`config.mk`:
```
export PLATFORM = sky130hd
export DESIGN_NAME = ctsr_top
export DESIGN_NICKNAME = d
export VERILOG_FILES = /design/src/shared/ctsr_pkg.sv /design/src/hdl/ctsr_top.sv
export SDC_FILE = /design/constraint.sdc
export NUM_CORES = 1
export LEC_CHECK = 0
export BUFFER_PORTS_ARGS = -buffer_cell sky130_fd_sc_hd__buf_2
export CORE_MARGIN = 2
export CORE_UTILIZATION = 55
export CTS_BUF_LIST = sky130_fd_sc_hd__clkbuf_4 sky130_fd_sc_hd__clkbuf_8
export DETAILED_ROUTE_END_ITERATION = 10
export PLACE_DENSITY_LB_ADDON = 0.2
export RECOVER_POWER = 100
export SETUP_SLACK_MARGIN = 0.1
export SLEW_MARGIN = 20
export SYNTH_ARGS = -nofsm -noshare
export SYNTH_HDL_FRONTEND = slang
export SYNTH_SLANG_ARGS = --single-unit
```
`constraint.sdc`:
```
create_clock -name sys_clk_in -period 4.45 [get_ports sys_clk_in]
set_clock_uncertainty 0.05 [all_clocks]
set_input_delay 0.6675 -clock sys_clk_in [delete_from_list [all_inputs] [get_ports sys_clk_in]]
set_output_delay 0.6675 -clock sys_clk_in [all_outputs]
set_load 0.05 [all_outputs]
```
`src/shared/ctsr_pkg.sv`:
```
// Package for the connection-timeout safe-run supervisor.
// Assumes one 40 MHz clock; parameter port uses 16-bit word writes/reads.
package ctsr_pkg;
    // Parameter numbers used as register offsets
    localparam logic [7:0] CTSR_OFS_CFG = 8'h76;
    localparam logic [7:0] CTSR_OFS_SAFE_LO = 8'h78;
    localparam logic [7:0] CTSR_OFS_SAFE_HI = 8'h79;
    localparam logic [7:0] CTSR_OFS_REPEAT = 8'h7A;
    localparam logic [7:0] CTSR_OFS_DELIVERY = 8'h71;
    // Reset / delivery values
    localparam logic [15:0] CTSR_CFG_RST = 16'h0001;
    localparam logic [31:0] CTSR_SAFE_RST = 32'h00000000;
    localparam logic [15:0] CTSR_REPEAT_RST = 16'h0000;
    // Restore command (-5) to the delivery-state parameter
    localparam logic [15:0] CTSR_CMD_RESTORE = 16'hFFFB;
    // Field positions
    localparam int CTSR_LOSS_LSB = 0;
    localparam int CTSR_PWR_LSB = 2;
    // Loss reactions
    localparam logic [1:0] CTSR_LOSS_CONT = 2'h0;
    localparam logic [1:0] CTSR_LOSS_ABORT = 2'h1;
    localparam logic [1:0] CTSR_LOSS_SAFE = 2'h2;
    // Power-up delay choices
    localparam logic [1:0] CTSR_PWR_NONE = 2'h0;
    localparam logic [1:0] CTSR_PWR_15 = 2'h1;
    localparam logic [1:0] CTSR_PWR_30 = 2'h2;
    // Timing
    localparam int CTSR_CLK_HZ = 40_000_000;
    localparam int CTSR_DELAY1_S = 15;
    localparam int CTSR_DELAY2_S = 30;
    localparam int CTSR_DELAY3_S = 60;
    localparam int CTSR_ONE_S = 1;
    localparam int CTSR_SEC_CYC = CTSR_ONE_S * CTSR_CLK_HZ;

    // Motion command toward the motion profile
    typedef enum logic [1:0] {
        CTSR_MV_NONE = 2'h0,
        CTSR_MV_TARGET = 2'h1,
        CTSR_MV_SAFE = 2'h3,
        CTSR_MV_MID = 2'h2
    } ctsr_mv_t;

    typedef struct packed {
        logic start;
        logic abort;
        ctsr_mv_t kind;
        logic [31:0] target;
    } ctsr_cmd_t;

    // Supervisor states
    typedef enum logic [2:0] {
        CTSR_ST_BOOT = 3'b000,
        CTSR_ST_LINKED = 3'b001,
        CTSR_ST_LOST = 3'b011,
        CTSR_ST_SAFE = 3'b010,
        CTSR_ST_MID = 3'b110
    } ctsr_state_t;
endpackage
```
`src/hdl/ctsr_top.sv`:
```
// Connection-timeout safe-run supervisor of a positioning drive.
// Assumes link and motion status come from logic on the same clock; power-up drives rst_n_in.
// Behaviour
// - unchanged control word ignored during mid run
// - control word change interrupts mid run
// - finished mid run never resumes old command
// - bits 1-0 select reaction to lost link
// - loss reaction only after link once existed
// - bits 3-2 pick power-up safe-run delay
// - signed 32-bit safe target for both runs
// - failed safe run retried after interval
// - interval in seconds, zero disables repeat
// - restore command reloads defaults, saves, mid run
`timescale 1ns/1ps

// Timing notes
// All delays run off SEC_CYCLES clocks per second; a short value speeds up simulation.
// Every output is a register, so each reaction shows one clock after its cause.
// Start and abort are one-clock pulses; kind and target hold until the next command.
// The motion profile must latch kind and target on the start pulse.
// Limitations
// Reserved loss reaction 3 behaves like continue; nothing flags it.
// Writing the delay choice while still unlinked restarts the power-up count.
// The nonvolatile save itself lives outside; only its request leaves here.
// Restore reloads defaults in the same edge that starts the mid run.
// Control words are compared whole; any bit change counts as a new command.
module ctsr_top #(
    parameter int SEC_CYCLES = ctsr_pkg::CTSR_SEC_CYC
) (
    // Clock and reset
    input wire logic sys_clk_in,
    input wire logic rst_n_in,
    // Parameter port
    input wire logic par_wr_in,
    input wire logic [7:0] par_addr_in,
    input wire logic [15:0] par_wdata_in,
    output logic [15:0] par_rdata_out,
    // Cyclic link
    input wire logic link_up_in,
    input wire logic ctl_valid_in,
    input wire logic [15:0] ctl_word_in,
    input wire logic [31:0] ctl_target_in,
    // Motion profile handshake
    input wire logic run_done_in,
    input wire logic run_fail_in,
    output ctsr_pkg::ctsr_cmd_t cmd_out,
    output logic save_req_out,
    output logic [2:0] state_out
);
    import ctsr_pkg::*;

    // Supervisor state
    ctsr_state_t state_q;
    ctsr_state_t state_d;

    // Parameter registers
    logic [15:0] cfg_q;
    logic [15:0] repeat_q;
    logic [31:0] safe_q;

    // Change detection of the cyclic control word
    logic [15:0] last_ctl_q;
    logic seen_ctl_q;

    // Second timer: cycles within a second, then whole seconds left
    logic [31:0] cyc_q;
    logic [15:0] sec_q;
    logic retry_q;

    // Registered outputs
    ctsr_cmd_t cmd_q;
    logic save_q;
    logic [15:0] rdata_q;

    // Seconds of delay for a chosen power-up setting
    function automatic logic [15:0] pwr_secs(input logic [1:0] sel);
        case (sel)
            CTSR_PWR_15: pwr_secs = 16'(CTSR_DELAY1_S);
            CTSR_PWR_30: pwr_secs = 16'(CTSR_DELAY2_S);
            default: pwr_secs = 16'(CTSR_DELAY3_S);
        endcase
    endfunction

    // Decode of the parameter port
    // One write strobe per word; the safe target needs two writes, one per half, in either order
    wire wr_cfg = par_wr_in && par_addr_in == CTSR_OFS_CFG;
    wire wr_slo = par_wr_in && par_addr_in == CTSR_OFS_SAFE_LO;
    wire wr_shi = par_wr_in && par_addr_in == CTSR_OFS_SAFE_HI;
    wire wr_rep = par_wr_in && par_addr_in == CTSR_OFS_REPEAT;
    // Other command values on the delivery-state word are ignored here
    wire restore = par_wr_in && par_addr_in == CTSR_OFS_DELIVERY && par_wdata_in == CTSR_CMD_RESTORE;

    // Configuration fields
    wire [1:0] loss_sel = cfg_q[CTSR_LOSS_LSB +: 2];
    wire [1:0] pwr_sel = cfg_q[CTSR_PWR_LSB +: 2];
    // Only a word that differs from the one held counts as a new command
    // The first word after reset always counts, since nothing is held yet
    wire ctl_change = ctl_valid_in && (!seen_ctl_q || ctl_word_in != last_ctl_q);

    // Last cycle of a second, and last second of a count
    wire sec_tick = cyc_q == 32'(SEC_CYCLES - 1);
    wire sec_hit = sec_tick && sec_q == 16'h0001;

    // Read mux; registered so the read port never sees a decode glitch
    // Delivery-state and unmapped numbers read as zero
    wire [15:0] rdata_d = par_addr_in == CTSR_OFS_CFG ? cfg_q :
                          par_addr_in == CTSR_OFS_SAFE_LO ? safe_q[15:0] :
                          par_addr_in == CTSR_OFS_SAFE_HI ? safe_q[31:16] :
                          par_addr_in == CTSR_OFS_REPEAT ? repeat_q :
                          par_addr_in == CTSR_OFS_DELIVERY ? 16'h0000 : 16'h0000;

    // Next state of the supervisor
    // Restore overrides every state, as it must end in a mid run
    always_comb begin
        state_d = state_q;
        case (state_q)
            // No link yet: wait for one, or for the power-up delay
            CTSR_ST_BOOT: begin
                if (link_up_in) begin
                    state_d = CTSR_ST_LINKED;
                end else if (pwr_sel != CTSR_PWR_NONE && sec_hit) begin
                    state_d = CTSR_ST_SAFE;
                end
            end
            // Linked: a drop applies the configured loss reaction
            CTSR_ST_LINKED: begin
                if (!link_up_in) begin
                    state_d = loss_sel == CTSR_LOSS_SAFE ? CTSR_ST_SAFE : CTSR_ST_LOST;
                end
            end
            // Lost: wait for the scanner to come back
            CTSR_ST_LOST: begin
                if (link_up_in) begin
                    state_d = CTSR_ST_LINKED;
                end
            end
            // Safe run: a new word from a live link takes over, done ends it
            // A failed run stays here; the timer decides when to start again
            CTSR_ST_SAFE: begin
                if (link_up_in && ctl_change) begin
                    state_d = CTSR_ST_LINKED;
                end else if (run_done_in) begin
                    state_d = link_up_in ? CTSR_ST_LINKED : CTSR_ST_LOST;
                end
            end
            // Mid run: only a changed word, done or fail ends it
            CTSR_ST_MID: begin
                if (ctl_change || run_done_in || run_fail_in) begin
                    state_d = link_up_in ? CTSR_ST_LINKED : CTSR_ST_LOST;
                end
            end
            default: state_d = CTSR_ST_BOOT;
        endcase
        if (restore) begin
            state_d = CTSR_ST_MID;
        end
    end

    // Parameter registers; restore reloads delivery values
    // Restore wins over a write in the same cycle, as it targets another word
    always_ff @(posedge sys_clk_in) begin
        if (!rst_n_in || restore) begin
            cfg_q <= CTSR_CFG_RST;
            safe_q <= CTSR_SAFE_RST;
            repeat_q <= CTSR_REPEAT_RST;
        end else begin
            if (wr_cfg) begin
                cfg_q <= par_wdata_in;
            end
            if (wr_slo) begin
                safe_q[15:0] <= par_wdata_in;
            end
            if (wr_shi) begin
                safe_q[31:16] <= par_wdata_in;
            end
            if (wr_rep) begin
                repeat_q <= par_wdata_in;
            end
        end
    end

    // Second timer: power-up delay in boot, retry interval after a failed safe run
    // One counter serves both, as the two uses never overlap in time
    // Seconds count down and fire on the last cycle of the last second
    always_ff @(posedge sys_clk_in) begin
        if (!rst_n_in) begin
            cyc_q <= 32'h00000000;
            sec_q <= 16'h0000;
            retry_q <= 1'b0;
        end else if (state_q == CTSR_ST_BOOT && state_d == CTSR_ST_BOOT && wr_cfg) begin
            // A new delay choice restarts the count; a stale load would keep the old delay
            cyc_q <= 32'h00000000;
            sec_q <= 16'h0000;
        end else if (state_q == CTSR_ST_BOOT && state_d == CTSR_ST_BOOT) begin
            // Zero seconds left means the count is not loaded yet
            cyc_q <= sec_tick ? 32'h00000000 : cyc_q + 32'h00000001;
            if (sec_q == 16'h0000) begin
                sec_q <= pwr_secs(pwr_sel);
            end else if (sec_tick) begin
                sec_q <= sec_q - 16'h0001;
            end
        end else if (state_q == CTSR_ST_SAFE && run_fail_in && repeat_q != 16'h0000) begin
            retry_q <= 1'b1;
            sec_q <= repeat_q;
            cyc_q <= 32'h00000000;
        end else if (retry_q && state_q == CTSR_ST_SAFE) begin
            // Waiting out the retry interval
            cyc_q <= sec_tick ? 32'h00000000 : cyc_q + 32'h00000001;
            if (sec_tick) begin
                sec_q <= sec_q - 16'h0001;
            end
            if (sec_hit) begin
                retry_q <= 1'b0;
            end
        end else begin
            // Any other state clears the timer so it never carries over
            retry_q <= 1'b0;
            cyc_q <= 32'h00000000;
            sec_q <= 16'h0000;
        end
    end

    // Command generation toward the motion profile
    // Branch order sets priority: mid run, safe run, abort, loss abort, new target
    // Start and abort fall back to zero each cycle, so both stay one-clock pulses
    always_ff @(posedge sys_clk_in) begin
        if (!rst_n_in) begin
            state_q <= CTSR_ST_BOOT;
            cmd_q <= '0;
            save_q <= 1'b0;
            last_ctl_q <= 16'h0000;
            seen_ctl_q <= 1'b0;
            rdata_q <= 16'h0000;
        end else begin
            state_q <= state_d;
            rdata_q <= rdata_d;
            save_q <= restore;
            cmd_q.start <= 1'b0;
            cmd_q.abort <= 1'b0;
            // Every valid word is held, also during a mid run
            if (ctl_valid_in) begin
                last_ctl_q <= ctl_word_in;
                seen_ctl_q <= 1'b1;
            end
            // Entry to a mid run starts it at once
            if (state_d == CTSR_ST_MID && state_q != CTSR_ST_MID) begin
                cmd_q <= '{start: 1'b1, abort: 1'b0, kind: CTSR_MV_MID, target: 32'h00000000};
            end else if (state_d == CTSR_ST_SAFE && (state_q != CTSR_ST_SAFE || (retry_q && sec_hit))) begin
                cmd_q <= '{start: 1'b1, abort: 1'b0, kind: CTSR_MV_SAFE, target: safe_q};
            end else if (state_q == CTSR_ST_MID && state_d != CTSR_ST_MID && ctl_change) begin
                cmd_q <= '{start: 1'b0, abort: 1'b1, kind: CTSR_MV_NONE, target: cmd_q.target};
            end else if (state_q == CTSR_ST_LINKED && state_d == CTSR_ST_LOST && loss_sel == CTSR_LOSS_ABORT) begin
                cmd_q.abort <= 1'b1;
                cmd_q.kind <= CTSR_MV_NONE;
            end else if (state_q == CTSR_ST_LINKED && ctl_change) begin
                // Only a changed word starts motion, so a stale 0x14 after a mid run does nothing
                cmd_q <= '{start: 1'b1, abort: 1'b0, kind: CTSR_MV_TARGET, target: ctl_target_in};
            end else if (state_q == CTSR_ST_MID) begin
                cmd_q.kind <= CTSR_MV_MID;
            end
        end
    end

    // Outputs straight from registers
    assign par_rdata_out = rdata_q;
    assign cmd_out = cmd_q;
    assign save_req_out = save_q;
    assign state_out = state_q;
endmodule

```
==> results of run 1 <==
[worst min-delay path, cell delays in order]
cell	delay (ns)
buf_2	0.09
mux2i_1	0.06
nor2_1	0.07
[through the flow]
stage | util | setup slack, ns
CTS | 0.6475 | 1.403
detailed placement | 0.6184 | 1.024
floorplan | - | 1.804
global route | 0.6402 | 0.5975
global placement | 0.6184 | 1.070
finish | 0.6402 | 0.8620
[cell type report]
type / instances / area, um2 / area share
clock buffers: 19 / 261.5 / 0.02800
clock inverters: 12 / 162.7 / 0.01741
inverters: 9 / 33.78 / 0.003617
multi-input cells: 689 / 4233 / 0.4532
flip-flops and latches: 186 / 3724 / 0.3987
well taps: 184 / 230.2 / 0.02465
repair buffers: 149 / 695.7 / 0.07448
[per-layer routing]
metal	global-route usage	share of wire	vias to the layer above
li1	-	-	3495
met1	0.3425	0.47	3327
met2	0.3706	0.46	219
met3	0.04049	0.056	21
met4	0.07886	0.014	0
met5	0	0	-
[logic make-up after synthesis]
group / share of synthesized area
and+or+nand+nor: 0.2084
DFF: 0.4510
AOI/OAI and AO/OA: 0.1311
muxes: 0.09820
xor gates and xnor gates: 0.06471
buffers and inverters: 0.03607
adders and majority gates: 0.01061
[Yosys cell counts (all sizes together), types with 2 or more instances]
master	count
nor3	15
nand2b	5
o2bb2ai	32
nor2b	2
o21ai	25
o21bai	3
inv	9
nand3b	2
nand2	137
clkbuf	37
xnor2	35
and3	8
nor4	11
a31oi	2
a21oi	61
nand3	38
and2	5
nand4b	4
buf	14
or3	2
xor2	26
dfxtp	186
a41oi	4
ha	7
nand4	14
nor3b	3
a22oi	18
nor2	120
nor4b	4
mux2i	81
a2bb2oi	9
[power by group through the flow]
stage               sequential, mW  clock (mW)  combinational, mW
floorplan                     1.81           0              0.162
global placement              1.75           0              0.319
detailed placement            1.75           0              0.322
CTS                           1.71        1.23              0.323
global route                  1.72        1.29              0.342
finish                        1.71        1.21              0.317
[state kept, by name, indices dropped and copies added, names as in the netlist]
signal         flops
cfg_q             16
cmd_out           36
cyc_q             32
last_ctl_q        16
par_rdata_out     16
repeat_q          16
retry_q            1
safe_q            32
save_req_out       1
sec_q             16
seen_ctl_q         1
state_out          3
[final timing paths]
path	start	endpoint	slack (ns)	cells past startpoint
worst max-delay path	par_addr_in[1]	safe_q[3]	0.86	8
worst min-delay path	ctl_word_in[14]	last_ctl_q[14]	0.40	3
worst max register to register	cyc_q[0]	sec_q[6]	1.04	9
worst min register to register	cfg_q[7]	cfg_q[7]	0.41	2
==> impl_results.md, run 1 <==
* RSZ-0062 raised after global routing: no
* Final HPWL DP at 13.28 mm
* Leakage Power at 3.440 nW
* Hold Fails Final Rpt at 0
* I/O Buffers at 134
* Die W at 126.5 um
* Fin cells at 1248
* Switching part of the total at 0.2622
* Post_cts resized at 0
* Hold WS at 0.4042 ns
* Mapped cell area at 0.008257 mm2
* Seq pwr share at 0.529
* Clock Sinks at 186
* Fillers at 1269
* Max Freq at 0.2787 GHz
* Post-CTS Setup Repair Bufs at 0
* CP Launch Type: input pin
* Synth Instances at 935
* Synth top area cells: dfxtp_1 (45%), mux2i_1 (9.8%), nand2_1 (6.2%), nor2_1 (5.5%), xnor2_1 (3.7%)
* Max capacitance violation total at 0
* Vias in the first global route at 6225
* Period minus WS final at 3.588 ns
* CP most frequent cell: clkbuf_1
* Outcome: completed
* Total power at 3.238 mW
* NetSw at 0.8489 mW
* Slew at the pin closest to its max-slew limit at 1.458 ns
* Pint at 2.389 mW
* Clk Latency, worst-skew pair at 0.47 ns
* Wire per inst at 15.34 um
* Slew Limit Fails at 0
* Crit path arrival time at 3.88 ns
* Core ar. at 0.01459 mm2
* TritonCTS buffer count at 17
* Global route total overflow at 0
* Effective utilization at floorplan at 0.5660
* Endpoint class of the critical path: flip-flop
* Combinational Power Share at 0.098
* CP cell instances: clkbuf_1, nand3b_1, nor4b_1, nand4_1, clkbuf_1, nand2_1, clkbuf_1, a21oi_1
* RD Place Congestion at 0.8682
* Share of cells above drive strength 1 at 0.1165
* DR vias at 7062
* Largest net degree at the start of global routing at 41
* Diode count at 0
* Clock transition at the registers of the reported paths at 0.10 ns
* H-tree Lvls at 4
* Critical path buffers and inverters at 3
* Post-synthesis register bit count at 186
* CP max stage delay at 1.06 ns
* Die Height at 126.5 um
* Final period util at 0.8063
* Setup_tns at 0 ns
* Syn Area/Cell at 8.831 um2
* First-iteration detailed-routing DRC count at 472
* Antenna viol nets, final at 0
* Async SR Flop Fraction at 0
* Nets at 1138
* Post-synth EDFFs at 0
* Final wirelength at 19.15 mm
* I/O Pins at 135
* Crit-path slowest cell: nand2_1
* Share of the synthesized area in the top cell type at 0.4510
* Power share of the clock group at 0.373
* Vias per std cell at 5.659
* Max VDD drop at 195.9 uV
* Gr usage total at 0.2397
* Most frequent cells in the layout: dfxtp_1 (186), nand2_1 (137), nor2_1 (119)
* Most used DFF post-synth: dfxtp_1
* Ys Warns at 0
* Slew HR at 0.02533
* WS Path Type: in2reg
* Std cell rows at 44
* Leading cell type in the layout, fill and taps excluded: dfxtp_1
* Clk root buf: clkbuf_8
* Die ar. at 0.01601 mm2
* DRC at 0
* Maximum root-to-sink buffer count at 2
* Worst min-delay path class: in2reg
* Antenna violations before repair at 0
* Area leader, netlist: dfxtp_1
* Global-route wire length before repair at 31.30 mm
* Final setup vio count at 0
* TritonCTS clock tree: built
* Placed cell area at 0.009022 mm2
* Final instance area at 0.009340 mm2
* CP delay by family, top: simple AND/OR/NAND/NOR gates
* Dpl cells at 1217
* CTS Hold Buffers Added at 0
* Router iterations before antenna repair at 5
* Distinct cell type count after synthesis at 57
* Critical path required time at 4.74 ns
* Crit Path Max Fanout at 40
* Syn-to-layout area delta at 13.12%
* Post-synthesis sequential area ratio at 0.4510
* Syn nets at 1021
* PwrDens at 346.7 mW/mm2
No activity file was read; power rests on OpenSTA's default activity.
==> inputs of run 2 (changes only) <==
- CORE_UTILIZATION: 55 -> 53
- clock period: 4.45 -> 3.28 ns (I/O delays scaled with it)
==> run 2 against run 1 <==
  * Count of clock-buffer cells in the layout unchanged
  * Cell count up 1.2%
  * Non-clock buffer count up 10
  * Global-route usage down 0.17 points
  * First-iteration DRC count up 11%
  * Die area up 3.7%
  * Largest cell class unchanged
  * Largest power group unchanged
  * Highest routed layer unchanged
==> impl_results.md, run 2 (synthesized netlist as in run 1, its figures left out) <==
* NetSw at 1.216 mW (+43%)
* Clock transition at the registers of the reported paths at 0.10 ns (about the same)
* Antenna violations before repair at 0 (unchanged)
* Final HPWL DP at 13.49 mm (+1.6%)
* Outcome: completed
* Max VDD drop at 352.9 uV (+80%)
* Max reg flops at 36 (unchanged)
* Share of cells above drive strength 1 at 0.1265 (+0.009970)
* RSZ-0062 raised after global routing: no
* Final setup vio count at 0 (unchanged)
* Wire per inst at 15.41 um (+0.42%)
* Critical path required time at 3.63 ns (-1.11 ns)
* Leakage Power at 3.494 nW (+1.6%)
* Crit Path Max Fanout at 31 (-23%)
* H-tree Lvls at 4 (unchanged)
* Std cell rows at 45 (+2.3%)
* Final period util at 0.9230
* I/O Buffers at 134 (unchanged)
* Diode count at 0 (unchanged)
* RD Place Congestion at 0.8416 (-3.1%)
* I/O Pins at 135 (unchanged)
* Effective utilization at floorplan at 0.5431 (-0.02282)
* Max capacitance violation total at 0 (unchanged)
* Global-route wire length before repair at 31.74 mm (+1.4%)
* Maximum root-to-sink buffer count at 2 (unchanged)
* Nets at 1148 (+0.88%)
* Global route total overflow at 0 (unchanged)
* TritonCTS clock tree: built
* Total power at 4.265 mW (+32%)
* Pint at 3.049 mW (+28%)
* First-iteration detailed-routing DRC count at 523 (+11%)
* Fillers at 1411 (+11%)
* Clock Sinks at 186 (unchanged)
* Slew Limit Fails at 0 (unchanged)
* Leading cell type in the layout, fill and taps excluded: dfxtp_1
* Area occupied by multi-input gates at 0.004254 mm2 (+0.50%)
* Clk Latency, worst-skew pair at 0.47 ns (about the same)
* Most frequent cells in the layout: dfxtp_1 (186), nand2_1 (136), nor2_1 (119)
* Hold Fails Final Rpt at 0 (unchanged)
* TritonCTS buffer count at 17 (unchanged)
* Final core utilization at 0.6189 (-0.02129)
* Dpl ws at 0.2007 ns (-0.8236 ns)
* Storage cell area at 0.003724 mm2 (unchanged)
* Seq pwr share at 0.545 (+0.016)
* Slew at the pin closest to its max-slew limit at 1.389 ns (-0.06914 ns)
* Final wirelength at 19.46 mm (+1.6%)
* Antenna viol nets, final at 0 (unchanged)
* WS Path Type: in2reg
* Slew HR at 0.07378 (+0.04845)
* Worst min-delay path class: in2reg
* Crit path arrival time at 3.38 ns (-0.50 ns)
* Hold_sp: ctl_word_in[6]
* PwrDens at 453.3 mW/mm2 (+31%)
* Die Height at 128.8 um (+1.8%)
* Core ar. at 0.01520 mm2 (+4.2%)
* Worst Setup SP: par_addr_in[1]
* Worst r2r src: cyc_q[0]
* Max Freq at 0.3303 GHz
* Largest net degree at the start of global routing at 60 (+46%)
* Die ar. at 0.01659 mm2 (+3.7%)
* Switching part of the total at 0.2851 (+0.02288)
* Combinational Power Share at 0.103 (+0.005)
* Power share of the clock group at 0.352 (-0.021)
* Period minus WS final at 3.027 ns
* DRC at 0 (unchanged)
* Final WS setup at 0.2527 ns (-0.6093 ns)
* Setup_tns at 0 ns (unchanged)
* Die W at 128.8 um (+1.8%)
* Gr usage total at 0.2380 (-0.001703)
* Clk root buf: clkbuf_8
* Vias in the first global route at 6479 (+4.1%)
* Router iterations before antenna repair at 8 (+3)
* DR vias at 6991 (-1.0%)
* Syn-to-layout area delta at 13.96%
* Endpoint class of the critical path: flip-flop
* Vias per std cell at 5.535 (-2.2%)
* CP Launch Type: input pin
-- run 2: area by class of cell --
type,instances,area share
sequential,186,0.3957
clock inverter,13,0.01290
inverter,9,0.003590
multi-input combinational,689,0.4521
timing repair buffer,159,0.08285
clock buffer,19,0.02779
tap,188,0.02500
-- run 2: final timing paths --
kind,slack [ns],to,cells past startpoint
worst max-delay path,0.25,par_rdata_out[5],8
worst min-delay path,0.23,last_ctl_q[6],3
worst max register to register,0.37,cmd_out[22],11
worst min register to register,0.41,cfg_q[12],2
-- run 2: layer usage --
| metal | global-route usage | routed length (um) | share of wire |
|---|---|---|---|
| met1 | 0.3266 | 9381 | 0.48 |
| met2 | 0.3850 | 9018 | 0.46 |
| met3 | 0.04574 | 817 | 0.042 |
| met4 | 0.06650 | 240 | 0.012 |
| met5 | 0 | 0 | 0 |
-- run 2: timing repair --
item / CTS / global route
hold endpoints to repair: 0 / 0
setup buffers: 0 / 3
hold buffers: 0 / 0
endpoints found under the setup margin: 0 / 44
resized for setup: 0 / 2
-- run 2: worst max-delay path: stages --
cell	delay [ns]
buf_2	0.09
clkbuf_1	0.67
nor2b_1	0.25
nand2_1	0.07
nor3_1	0.24
clkbuf_1	1.05
a22oi_1	0.34
nor2_1	0.16
-- run 2: power groups by stage --
stage	Sequential [mW]	Combinational [mW]	Clock, mW
6_report	2.33	0.439	1.50
4_1_cts	2.33	0.447	1.52
3_3_place_gp	2.38	0.443	0
5_1_grt	2.33	0.476	1.61
2_1_floorplan	2.46	0.219	0
3_5_place_dp	2.38	0.446	0
-- run 2: stage by stage --
step / cell area (um2) / hold slack [ns] / std cells
after detailed placement: 9105 / 0.4002 / 1228
after CTS: 9488 / 0.2137 / 1260
after floorplan: 8257 / 0.3766 / 935
after global placement: 9105 / 0.3917 / 1228
final: 9409 / 0.2324 / 1263
after global routing: 9409 / 0.2108 / 1263
